$ cat config.mk
export PLATFORM = sky130hd
export DESIGN_NAME = sspp_top
export DESIGN_NICKNAME = d
export VERILOG_FILES = /design/src/rtl/sspp_top.v
export VERILOG_INCLUDE_DIRS = /design/src /design/src/rtl
export SDC_FILE = /design/constraint.sdc
export NUM_CORES = 1
export LEC_CHECK = 0
export BUFFER_PORTS_ARGS = -buffer_cell sky130_fd_sc_hd__buf_4
export CELL_PAD_IN_SITES_DETAIL_PLACEMENT = 1
export CELL_PAD_IN_SITES_GLOBAL_PLACEMENT = 1
export CORE_AREA = 2 2 146 219
export CTS_CLUSTER_SIZE = 40
export DETAILED_ROUTE_END_ITERATION = 10
export DIE_AREA = 0 0 148 221
export PLACE_DENSITY_LB_ADDON = 0.1
export SKIP_CTS_REPAIR_TIMING = 1
export SLEW_MARGIN = 10
export SYNTH_ARGS = -nofsm -noshare
export SYNTH_HDL_FRONTEND = slang
export SYNTH_SLANG_ARGS = --single-unit
export TNS_END_PERCENT = 10
$ cat constraint.sdc
create_clock -name pclk -period 2 [get_ports pclk]
set_input_delay 0.6 -clock pclk [delete_from_list [all_inputs] [get_ports pclk]]
set_output_delay 0.6 -clock pclk [all_outputs]
set_load 0.02 [all_outputs]
$ cat src/rtl/sspp_defs.vh
// Purpose: Constants for the synthesizer serial programming front end.
// Assumes: APB data is 32 bits wide and every register takes one aligned word.
// Notes:   Offsets are byte addresses.
`ifndef SSPP_DEFS_VH
`define SSPP_DEFS_VH

// Serial word format.
`define SSPP_WORD_BITS        24
`define SSPP_SEL_MSB          3
`define SSPP_SEL_LSB          0
`define SSPP_PAYLOAD_LSB      4
`define SSPP_MAIN_PAYLOAD_LSB 1
`define SSPP_BITCNT_MAX       5'h1f

// Field positions inside the latched words.
`define SSPP_PD_BIT           23
`define SSPP_AUTOPU_BIT       23
`define SSPP_DITHER_MSB       17
`define SSPP_DITHER_LSB       16
`define SSPP_ORDER_MSB        15
`define SSPP_ORDER_LSB        14

// Latch indices.
`define SSPP_IDX_MAIN_DIV     3'h0
`define SSPP_IDX_MAIN_CFG     3'h1
`define SSPP_IDX_AUX_DIV      3'h2
`define SSPP_IDX_MODE         3'h4

// Modulator order field codes and resulting order.
`define SSPP_FM_FOURTH        2'h0
`define SSPP_FM_THIRD         2'h3
`define SSPP_FM_SECOND        2'h2
`define SSPP_ORDER_FOURTH     3'h4
`define SSPP_ORDER_THIRD      3'h3
`define SSPP_ORDER_SECOND     3'h2
`define SSPP_ORDER_NONE       3'h0

// Dither field codes and the dither mode output.
`define SSPP_DITHER_STRENGTH_OFF         2'h0
`define SSPP_DITHER_STRENGTH_WEAK        2'h1
`define SSPP_DITHER_STRENGTH_STRONG      2'h2

// APB register map.
`define SSPP_ADDR_LATCH_LAST  8'h1c
`define SSPP_ADDR_CTRL        8'h20
`define SSPP_ADDR_STATUS      8'h24
`define SSPP_ADDR_SHIFT       8'h28

// Reset values.
`define SSPP_LATCH_RESET      24'h000000
`define SSPP_CTRL_RESET       1'h1

`endif

$ cat src/rtl/sspp_top.v
// Purpose: Serial programming front end of a dual frequency synthesizer: a
//          three-wire port loads 24-bit words into internal latches, and the
//          power, modulator order and dither controls are decoded from them.
// Assumes: pclk at 100 MHz; serial pins are slower than pclk by a wide margin.
// Notes:   Latches and state are readable over APB; a control bit gates the port.
//
// Decided for this implementation: the register addresses and the APB register port.
`include "sspp_defs.vh"
`timescale 1ns/1ps
`default_nettype none

module sspp_top
(
  input  wire        pclk,                 // System clock, 100 MHz.
  input  wire        presetn,              // Asynchronous reset, active low.
  input  wire        psel,                 // APB select.
  input  wire        penable,              // APB enable.
  input  wire        pwrite,               // APB direction, high for write.
  input  wire [7:0]  paddr,                // APB byte address.
  input  wire [31:0] pwdata,               // APB write data.
  output reg  [31:0] prdata,               // APB read data.
  output reg         pready,               // APB ready.
  output reg         pslverr,              // APB error for unmapped address.
  input  wire        ser_clk,              // Serial clock pin.
  input  wire        ser_data,             // Serial data pin.
  input  wire        latch_strobe,         // Latch strobe pin.
  input  wire        chip_enable,          // Chip power enable pin, high to run.
  output reg         main_powered,         // Main section powered up.
  output reg         aux_powered,          // Auxiliary section powered up.
  output reg  [2:0]  modulator_order,      // Active modulator order, 0 if none.
  output reg  [1:0]  dither_mode,          // 0 off, 1 weak, 2 strong.
  output reg         lock_detect_restart,  // One-cycle pulse on divider write.
  output reg         fastlock_restart      // One-cycle pulse on divider write.
);

  // Pin synchronisers: index 0 clock, 1 data, 2 strobe, 3 enable.
  wire [3:0]  pin_in = {chip_enable, latch_strobe, ser_data, ser_clk};
  wire [3:0]  pin_level;
  wire [3:0]  pin_rise;

  // Each pin keeps its stages in its own generate block so that every flop
  // has a single driver.
  genvar gi;
  generate
    for (gi = 0; gi < 4; gi = gi + 1)
    begin : g_sync
      reg [2:0] stage;
      reg       level;
      reg       level_d;

      always @(posedge pclk or negedge presetn)
      begin
        if (!presetn)
        begin
          stage   <= 3'h0;
          level   <= 1'b0;
          level_d <= 1'b0;
        end
        else
        begin
          // Stage 0 meets the pin and only stage 1 reads it. A change only
          // counts once the second and third stages agree.
          stage <= {stage[1:0], pin_in[gi]};
          if (stage[1] == stage[2])
            level <= stage[2];
          level_d <= level;
        end
      end

      assign pin_level[gi] = level;
      assign pin_rise[gi]  = level & ~level_d;
    end
  endgenerate

  wire sclk_rise   = pin_rise[0];
  wire sdata_level = pin_level[1];
  wire strobe_rise = pin_rise[2];

  // Control register: bit 0 enables the serial port.
  reg port_enable;

  // Serial shift register and bit counter.
  reg [23:0] shift_word;
  reg [4:0]  bit_count;
  // A strobe edge wins over a clock edge seen in the same cycle, so a host
  // that strobes too soon after its last clock loses that bit, not the load.
  // The counter sticks at its top value instead of wrapping, so a burst that
  // was far too long still reads as too long in the status word.

  always @(posedge pclk or negedge presetn)
  begin
    if (!presetn)
    begin
      shift_word <= `SSPP_LATCH_RESET;
      bit_count  <= 5'h00;
    end
    else if (port_enable && strobe_rise)
      bit_count <= 5'h00;
    else if (port_enable && sclk_rise)
    begin
      // The earliest bit ends up in bit 23.
      shift_word <= {shift_word[22:0], sdata_level};
      if (bit_count != `SSPP_BITCNT_MAX)
        bit_count <= bit_count + 5'h01;
    end
  end

  // Select decode: bit 0 low means the main divider whatever bits 3..1 hold.
  wire [3:0] sel_bits = shift_word[`SSPP_SEL_MSB:`SSPP_SEL_LSB];
  wire       load_now = port_enable & strobe_rise;
  reg  [2:0] target;

  always @*
  begin
    target = `SSPP_IDX_MAIN_DIV;
    case (sel_bits)
      4'h3:    target = 3'h1;
      4'h5:    target = 3'h2;
      4'h7:    target = 3'h3;
      4'h9:    target = 3'h4;
      4'hb:    target = 3'h5;
      4'hd:    target = 3'h6;
      4'hf:    target = 3'h7;
      default: target = `SSPP_IDX_MAIN_DIV;
    endcase
  end

  // Each latch keeps the whole word; the divider latch owns bits 23..1 and
  // the others bits 23..4 as payload, the rest echoes the select code.
  reg  [23:0] latch_mem [0:7];
  wire        main_div_load = load_now && (target == `SSPP_IDX_MAIN_DIV);

  generate
    for (gi = 0; gi < 8; gi = gi + 1)
    begin : g_latch
      always @(posedge pclk or negedge presetn)
      begin
        if (!presetn)
          latch_mem[gi] <= `SSPP_LATCH_RESET;
        else if (load_now && (target == gi))
          latch_mem[gi] <= shift_word;
      end
    end
  endgenerate

  wire        main_pd_bit  = latch_mem[`SSPP_IDX_MAIN_CFG][`SSPP_PD_BIT];
  wire        aux_pd_bit   = latch_mem[`SSPP_IDX_AUX_DIV][`SSPP_PD_BIT];
  wire        autopu_bit   = latch_mem[`SSPP_IDX_MODE][`SSPP_AUTOPU_BIT];
  wire [1:0]  order_field  = latch_mem[`SSPP_IDX_MODE][`SSPP_ORDER_MSB:`SSPP_ORDER_LSB];
  wire [1:0]  dither_field = latch_mem[`SSPP_IDX_MODE][`SSPP_DITHER_MSB:`SSPP_DITHER_LSB];

  // Divider write restarts lock detect and fastlock timing and bumps the divider load count.
  reg [7:0] main_div_loads;

  always @(posedge pclk or negedge presetn)
  begin
    if (!presetn)
    begin
      lock_detect_restart <= 1'b0;
      fastlock_restart    <= 1'b0;
      main_div_loads      <= 8'h00;
    end
    else
    begin
      lock_detect_restart <= main_div_load;
      fastlock_restart    <= main_div_load;
      if (main_div_load)
        main_div_loads <= main_div_loads + 8'h01;
    end
  end

  // Auto power-up: a divider write with the option set and the synchronised enable pin high overrides the section
  // power-down bits until that section's own latch is written again. The
  // override uses the latch contents before this load, as the word is written
  // in the same edge.
  wire        ce_level   = pin_level[3];
  wire        autopu_hit = main_div_load & autopu_bit & ce_level;
  reg         main_override;
  reg         aux_override;

  always @(posedge pclk or negedge presetn)
  begin
    if (!presetn)
    begin
      main_override <= 1'b0;
      aux_override  <= 1'b0;
    end
    else
    begin
      if (autopu_hit)
        main_override <= 1'b1;
      else if (load_now && (target == `SSPP_IDX_MAIN_CFG))
        main_override <= 1'b0;
      if (autopu_hit)
        aux_override <= 1'b1;
      else if (load_now && (target == `SSPP_IDX_AUX_DIV))
        aux_override <= 1'b0;
    end
  end

  // The enable pin clears the power flops directly, so power-down does not
  // wait for the synchroniser; power-up waits for the synchronised level.
  // A low glitch shorter than a cycle still drops both sections; the synchronised
  // level never falls, so they come back at the first pclk edge after the pin is high again.
  wire pwr_clr_n = presetn & chip_enable;

  always @(posedge pclk or negedge pwr_clr_n)
  begin
    if (!pwr_clr_n)
    begin
      main_powered <= 1'b0;
      aux_powered  <= 1'b0;
    end
    else
    begin
      main_powered <= ce_level & (~main_pd_bit | main_override);
      aux_powered  <= ce_level & (~aux_pd_bit | aux_override);
    end
  end

  // Modulator order and dither decode; reserved codes fall back to none/off.
  reg [2:0] next_modulator_order;
  reg [1:0] next_dither_mode;

  always @*
  begin
    case (order_field)
      `SSPP_FM_FOURTH: next_modulator_order = `SSPP_ORDER_FOURTH;
      `SSPP_FM_THIRD:  next_modulator_order = `SSPP_ORDER_THIRD;
      `SSPP_FM_SECOND: next_modulator_order = `SSPP_ORDER_SECOND;
      default:         next_modulator_order = `SSPP_ORDER_NONE;
    endcase
    case (dither_field)
      `SSPP_DITHER_STRENGTH_WEAK:   next_dither_mode = `SSPP_DITHER_STRENGTH_WEAK;
      `SSPP_DITHER_STRENGTH_STRONG: next_dither_mode = `SSPP_DITHER_STRENGTH_STRONG;
      default:           next_dither_mode = `SSPP_DITHER_STRENGTH_OFF;
    endcase
  end

  always @(posedge pclk or negedge presetn)
  begin
    if (!presetn)
    begin
      // Latches reset to zero, and a zero order code means fourth order.
      modulator_order <= `SSPP_ORDER_FOURTH;
      dither_mode     <= `SSPP_DITHER_STRENGTH_OFF;
    end
    else
    begin
      modulator_order <= next_modulator_order;
      dither_mode     <= next_dither_mode;
    end
  end

  // Register map, one word each:
  //   0x00..0x1c  latches 0..7, read only, the whole 24-bit word as loaded.
  //   0x20        control, bit 0 enables the serial port (reset 1).
  //   0x24        status, read only:
  //                 [0] main section up, [1] aux section up,
  //                 [2] synchronised enable pin,
  //                 [6:4] modulator order, [9:8] dither mode,
  //                 [14:10] bits shifted since the last strobe, stuck at 31,
  //                 [23:16] divider loads since reset, wrapping.
  //   0x28        shift register contents, read only.
  // Writes to read-only words are dropped quietly; other addresses answer
  // with an error, and reads there return zero.

  // APB slave: answer prepared in the setup cycle, so the access phase
  // completes at its first edge.
  wire apb_setup  = psel & ~penable;
  wire apb_write  = psel & penable & pready & pwrite;
  wire is_latch   = (paddr <= `SSPP_ADDR_LATCH_LAST) && (paddr[1:0] == 2'h0);
  wire is_ctrl    = (paddr == `SSPP_ADDR_CTRL);
  wire is_status  = (paddr == `SSPP_ADDR_STATUS);
  wire is_shift   = (paddr == `SSPP_ADDR_SHIFT);
  wire mapped     = is_latch | is_ctrl | is_status | is_shift;

  wire [31:0] status_word = {8'h00, main_div_loads, 1'b0, bit_count,
                             dither_mode, 1'b0, modulator_order,
                             1'b0, ce_level, aux_powered, main_powered};

  // Read data and error fall back to zero outside the access phase, so a
  // master that samples late sees nothing stale.
  reg [31:0] next_prdata;

  always @*
  begin
    next_prdata = 32'h00000000;
    if (is_latch)
      next_prdata = {8'h00, latch_mem[paddr[4:2]]};
    else if (is_ctrl)
      next_prdata = {31'h00000000, port_enable};
    else if (is_status)
      next_prdata = status_word;
    else if (is_shift)
      next_prdata = {8'h00, shift_word};
  end

  always @(posedge pclk or negedge presetn)
  begin
    if (!presetn)
    begin
      prdata      <= 32'h00000000;
      pready      <= 1'b0;
      pslverr     <= 1'b0;
      port_enable <= `SSPP_CTRL_RESET;
    end
    else
    begin
      pready <= apb_setup;
      if (apb_setup)
      begin
        prdata  <= pwrite ? 32'h00000000 : next_prdata;
        pslverr <= ~mapped;
      end
      else
      begin
        prdata  <= 32'h00000000;
        pslverr <= 1'b0;
      end
      if (apb_write && is_ctrl)
        port_enable <= pwdata[0];
    end
  end

endmodule // sspp_top

`default_nettype wire

# Word level (Yosys, flattened, before mapping)
# Index checks and enable logic that the tools add are counted.
# W data, S select, Z words.
# totals
regBits	292
input_bits	49
out_inout_bits	43
elab_cells	128
# op_classes
addsub	2
order_cmp	2
n_mux	20
n_reduce_logical	21
n_eq_ne	26
n_bitwise	25
# op_table
cell	count
$mux W24	6
$bmux W24 S3	1
$mux W32	2
$eq A8 B6 Y1 const B	3
$pmux W3 S7	1
$eq A4 B4 Y1 const B	4
$mux W5	3
$and A1 B1 Y1	12
$eq A3 B3 Y1 const B	4
$logic_and A1 B1 Y1	12
$pmux W3 S3	1
$add A8 B1 Y8 const B	1
$eq A4 B3 Y1 const B	2
$le A8 B5 Y1 const B	1
$reduce_bool A2 Y1	4
$not A1 Y1	7
$eq A2 B2 Y1 const B	3
$eq A3 B2 Y1 const B	2
$add A5 B1 Y5 const B	1
$mux W1	5
$ne A5 B5 Y1 const B	1
$or A1 B1 Y1	5
$eq A1 B1 Y1	4
$eq A4 B2 Y1 const B	1
other kinds (8)	10

# Depth between registers and ports, before layout
# depth
word_depth	7
ltp_mapped	8

# Worst setup path before layout
# OpenSTA, ideal clock, no wires.
# synth_path
path_kind	input port to flip-flop
from	input port paddr[2]
to	register prdata[21]
stages	6
required_time_ps	1867
setup_ps	133
arrival_time_ps	2115
slack_ps	-249
path_cell_list	buf_2 buf_2 buf_1 mux4_2 nand2_1 o221ai_2
# synth_between
elab_chain_len	7
word_cells_on_any_way	15
cone_classes	order compare (1); eq/ne (3); mux (9); bitwise (1); reduce/logical (1)
# synth_rtl
element	line_no	rtl
start, declared	sspp_top.v:19	input wire [7:0] paddr,
$eq A8 B6 Y1 (no source line) / $not A3 Y4 (equally long branches)	n/a	
$mux W24 / $bmux W24 S3 (equally long branches)	sspp_top.v:295, sspp_top.v:290	
$mux W24, on equally long branches	sspp_top.v:293, sspp_top.v:290	
$mux W24, on equally long branches	sspp_top.v:291, sspp_top.v:290	
$mux W24 (*)	sspp_top.v:289	if (is_latch)
$mux W32 (*)	sspp_top.v:313	prdata <= pwrite ? 32'h00000000 : next_prdata;
$mux W32 (*)	sspp_top.v:311	if (apb_setup)
end signal, assigned	sspp_top.v:313	
end, declared	sspp_top.v:21	output reg [31:0] prdata,
# Mark *: on every way between the ends. The rest lies on a longest branch, timed or not. The select of a mux whose other input is x is not followed.
# A chain may end at the register's enable or synchronous reset.

# Final worst setup path
# layout_path
from	register bit_count[0]
to	register bit_count[3]
# layout_between
elab_chain_len	4
word_cells_on_any_way	7
cone_classes	add/sub (1); eq/ne (1); mux (3); reduce/logical (2)
# layout_rtl
element	line_no	rtl
start, declared	sspp_top.v:84	reg [4:0] bit_count;
start signal, assigned	sspp_top.v:104	bit_count <= bit_count + 5'h01;
$add A5 B1 Y5	sspp_top.v:104	
$mux W5	sspp_top.v:103	if (bit_count != `SSPP_BITCNT_MAX)
$mux W5	sspp_top.v:99	else if (port_enable && sclk_rise)
$mux W5	sspp_top.v:97	else if (port_enable && strobe_rise)
# Several ways; a longest one is shown, not always the timed one. The select of a mux whose other input is x is not followed.

==> Implementation_results.wiki <==
{| class="wikitable"
! Metric !! Value
|-
| Run status || completed
|-
| TritonCTS clock tree || yes
|-
| Remaining design rule violation count || 0
|-
| Clock-pin slew on the worst setup and hold paths || 0.06 ns
|-
| Area enclosed by the die boundary || 32700 sq um
|-
| Worst clock skew on the final layout || 0.00936 ns
|-
| Die outline height || 221 um
|-
| Number of global-route vias before repair || 8630
|-
| Min setup slack post-route || 0.0804 ns
|-
| Top-count cell post-synth || dfrtp_1
|-
| Reported max-cap violation count || 0
|-
| Count of inserted antenna diode cells || 0
|-
| Top post-synthesis cells by area || dfrtp_1 58%, mux2_2 15%, mux4_2 8.9%, nand2_1 2.8%, clkbuf_1 1.3%
|-
| Cell type contributing the most total cell area after synthesis || dfrtp_1
|-
| CTS Buf Count || 29
|-
| Type of the setup path with the least slack || reg -> reg
|-
| Distinct cells, synth || 49
|-
| Sequential cell area || 7110 sq um
|-
| # fillers || 3147
|-
| Ys async rst share || 100%
|-
| Final Util || 46.6%
|-
| Proportion of layout cells with a drive suffix above 1 || 42.9%
|-
| Global-route wire length before repair || 52400 um
|-
| Final period utilization || 96.0%
|-
| Largest buffer count on any clock path || 3
|-
| Clock sink total || 284
|-
| Post-synthesis instance area || 12100 sq um
|-
| Ys flop type || dfrtp_1
|-
| Via density || 5.34
|-
| HPWL after DPL || 22400 um
|-
| Part of the Yosys area used for sequential elements || 58.6%
|-
| CTS H-tree lvls || 1
|-
| Port Buf Inserts || 52
|-
| Area overhead of the layout relative to synthesis || 18.5%
|-
| Number of flops mapped to enable cells by yosys || 0
|-
| Total power divided by cell area || 795 nW/um^2
|-
| Chip Width || 148 um
|-
| Mean instance size in the synthesized netlist || 14.2 sq um
|-
| Unrepaired setup endpoints after global routing || yes
|-
| Endpoints failing hold || 0
|-
| Max Fclk || 0.521 GHz
|-
| Number of primary I/O pins || 92
|-
| Clock period minus final worst setup slack || 1.92 ns
|-
| Nets || 990
|-
| Signal arrival time at the worst endpoint || 2.36 ns
|-
| Total count of max-transition violations in the final report || 0
|-
| Avg WL per Cell || 24.3 um
|-
| Register-to-register setup slack || 0.08 ns
|-
| Floorplan core area || 30800 sq um
|-
| GRT overflow || 0
|-
| Area occupied by multi-input gates || 4620 sq um
|-
| Initial antenna violation count || 0
|-
| Share of Yosys cell area claimed by the top area cell type || 58.2%
|-
| Peak ir drop on the vdd network || 573 uV
|-
| Number of nets still failing antenna checks after routing || 0
|-
| Clock latency at the later pin of the worst-skew pair || 0.55 ns
|-
| Worst Hold Slack || 0.157 ns
|-
| Initial cell density of the core || 39.4%
|-
| Pre-CTS WS || -0.448 ns
|-
| Number of detailed-route iterations in the first pass || 4
|-
| Syn. warnings || 0
|-
| CP Max Fanout || 5
|-
| Iter 0 DRT Violations || 256
|-
| CP required || 2.44 ns
|-
| Total number of placement rows || 79
|-
| Leakage power summed over all cells || 7.12 nW
|-
| Ranking of synthesized cells by instance count || 282 x dfrtp_1, 165 x mux2_2, 90 x nand2_1
|-
| Finish-stage setup viols || 0
|-
| Crit. End Element || flip-flop
|-
| Library cell used as clock root buffer || clkbuf_16
|-
| Largest net degree at the start of global routing || 61
|-
| Count of mapped cells out of synthesis || 853
|-
| Startpoint Class || flip-flop
|-
| GRT Total Usage || 21.0%
|-
| Placer congestion estimate || 0.758
|-
| DR vias || 7273
|-
| Final wirelength || 33100 um
|-
| Worst hold-check path type || in -> reg
|-
| Post-synthesis sequential element count || 284
|}
stage by stage:
step	total power, mW	instances	setup TNS [ns]	area, sq um
finish	11.4	1363	0	14400
global route	11.8	1363	-0.0558	14400
CTS	11.6	1359	0	14300
detailed placement	6.35	1308	-7.38	13400
global placement	6.34	1308	-6.85	13400
floorplan	6.06	860	-4.76	12200
worst paths after layout:
path	from	endpoint	cells after the start
setup / recovery	bit_count[0]	bit_count[3]	8
setup reg to reg	bit_count[0]	bit_count[3]	8
max in group asynchronous	presetn	latch_mem[177]	3
hold / removal	ser_clk	g_sync[0].stage[0]	1
hold reg to reg	g_sync[1].stage[0]	g_sync[1].stage[1]	0
min in group asynchronous	chip_enable	main_powered	3
cells in the final DEF, fill, tap and decap left out, types with 4 or more instances in the layout:
| cell | netlist | layout |
|---|---|---|
| nand2b_1 | 14 | 14 |
| or2_2 | 9 | 9 |
| a22oi_1 | 20 | 20 |
| nor2_1 | 8 | 8 |
| o221ai_2 | 8 | 8 |
| clkbuf_8 | 0 | 5 |
| mux2i_1 | 7 | 7 |
| and3_1 | 4 | 4 |
| inv_1 | 13 | 13 |
| xnor2_1 | 8 | 8 |
| clkbuf_16 | 0 | 29 |
| clkbuf_1 | 43 | 12 |
| buf_4 | 10 | 114 |
| mux4_2 | 48 | 48 |
| mux2_2 | 165 | 165 |
| dfrtp_1 | 282 | 281 |
| maj3_1 | 4 | 4 |
| and2_1 | 8 | 8 |
| o2bb2ai_1 | 13 | 13 |
| a21o_1 | 10 | 10 |
| buf_12 | 0 | 15 |
| conb_1 | 1 | 8 |
| nand4_1 | 6 | 6 |
| nor2b_1 | 13 | 11 |
| nand2_1 | 90 | 90 |
layer usage:
metal | up-vias | GRT usage [%] | wire length, um
li1 | 3166 | - | -
met1 | 3937 | 24.6 | 12800
met2 | 115 | 39.7 | 18600
met3 | 55 | 2.41 | 901
met4 | 0 | 5.96 | 812
met5 | - | 0 | 0
worst max-delay path, cell delays in order (launching register included):
cell      delay [ns]
dfrtp_2         0.44
ha_2            0.20
and3_1          0.18
ha_1            0.18
nor4bb_1        0.26
buf_4           0.19
nand4_1         0.12
xor2_1          0.18
nor2_1          0.06
cell type report:
cell class / count / area share, %
timing repair buffer: 132 / 8.29
multi-input combinational: 478 / 32.2
tap: 405 / 3.53
clock inverter: 5 / 0.374
clock buffer: 46 / 5.84
inverter: 13 / 0.339
sequential: 284 / 49.5
power by group:
part / internal, mW / switching, mW
logic: 0.162 / 0.270
registers: 5.78 / 0.0265
clock network: 2.98 / 2.21
total: 8.92 / 2.50
flip-flops by register name, summed over array words and instances, names as in the netlist, 2 cells and up:
signal / cells
bit_count: 5
dither_field: 2
dither_mode: 2
g_sync.level: 3
g_sync.level_d: 2
g_sync.stage: 12
latch_mem: 188
main_div_loads: 8
modulator_order: 3
prdata: 24
shift_word: 24
kinds of logic (layout without fill, tap and decap cells):
logic type               after synthesis  after routing  share of synthesized area, %
multiplexers                         220            220                          24.8
flip-flops                           284            284                          58.6
buffers and inverters                 98            196                          3.66
AO/OA/AOI/OAI                         63             63                          4.48
AND/OR/NAND/NOR                      170            170                          7.08
XOR/XNOR                              10             10                         0.722
other                                  1              8                        0.0309
adder cells (fa/ha/maj)                7              7                         0.639
Power figures use the tool's default switching activity.
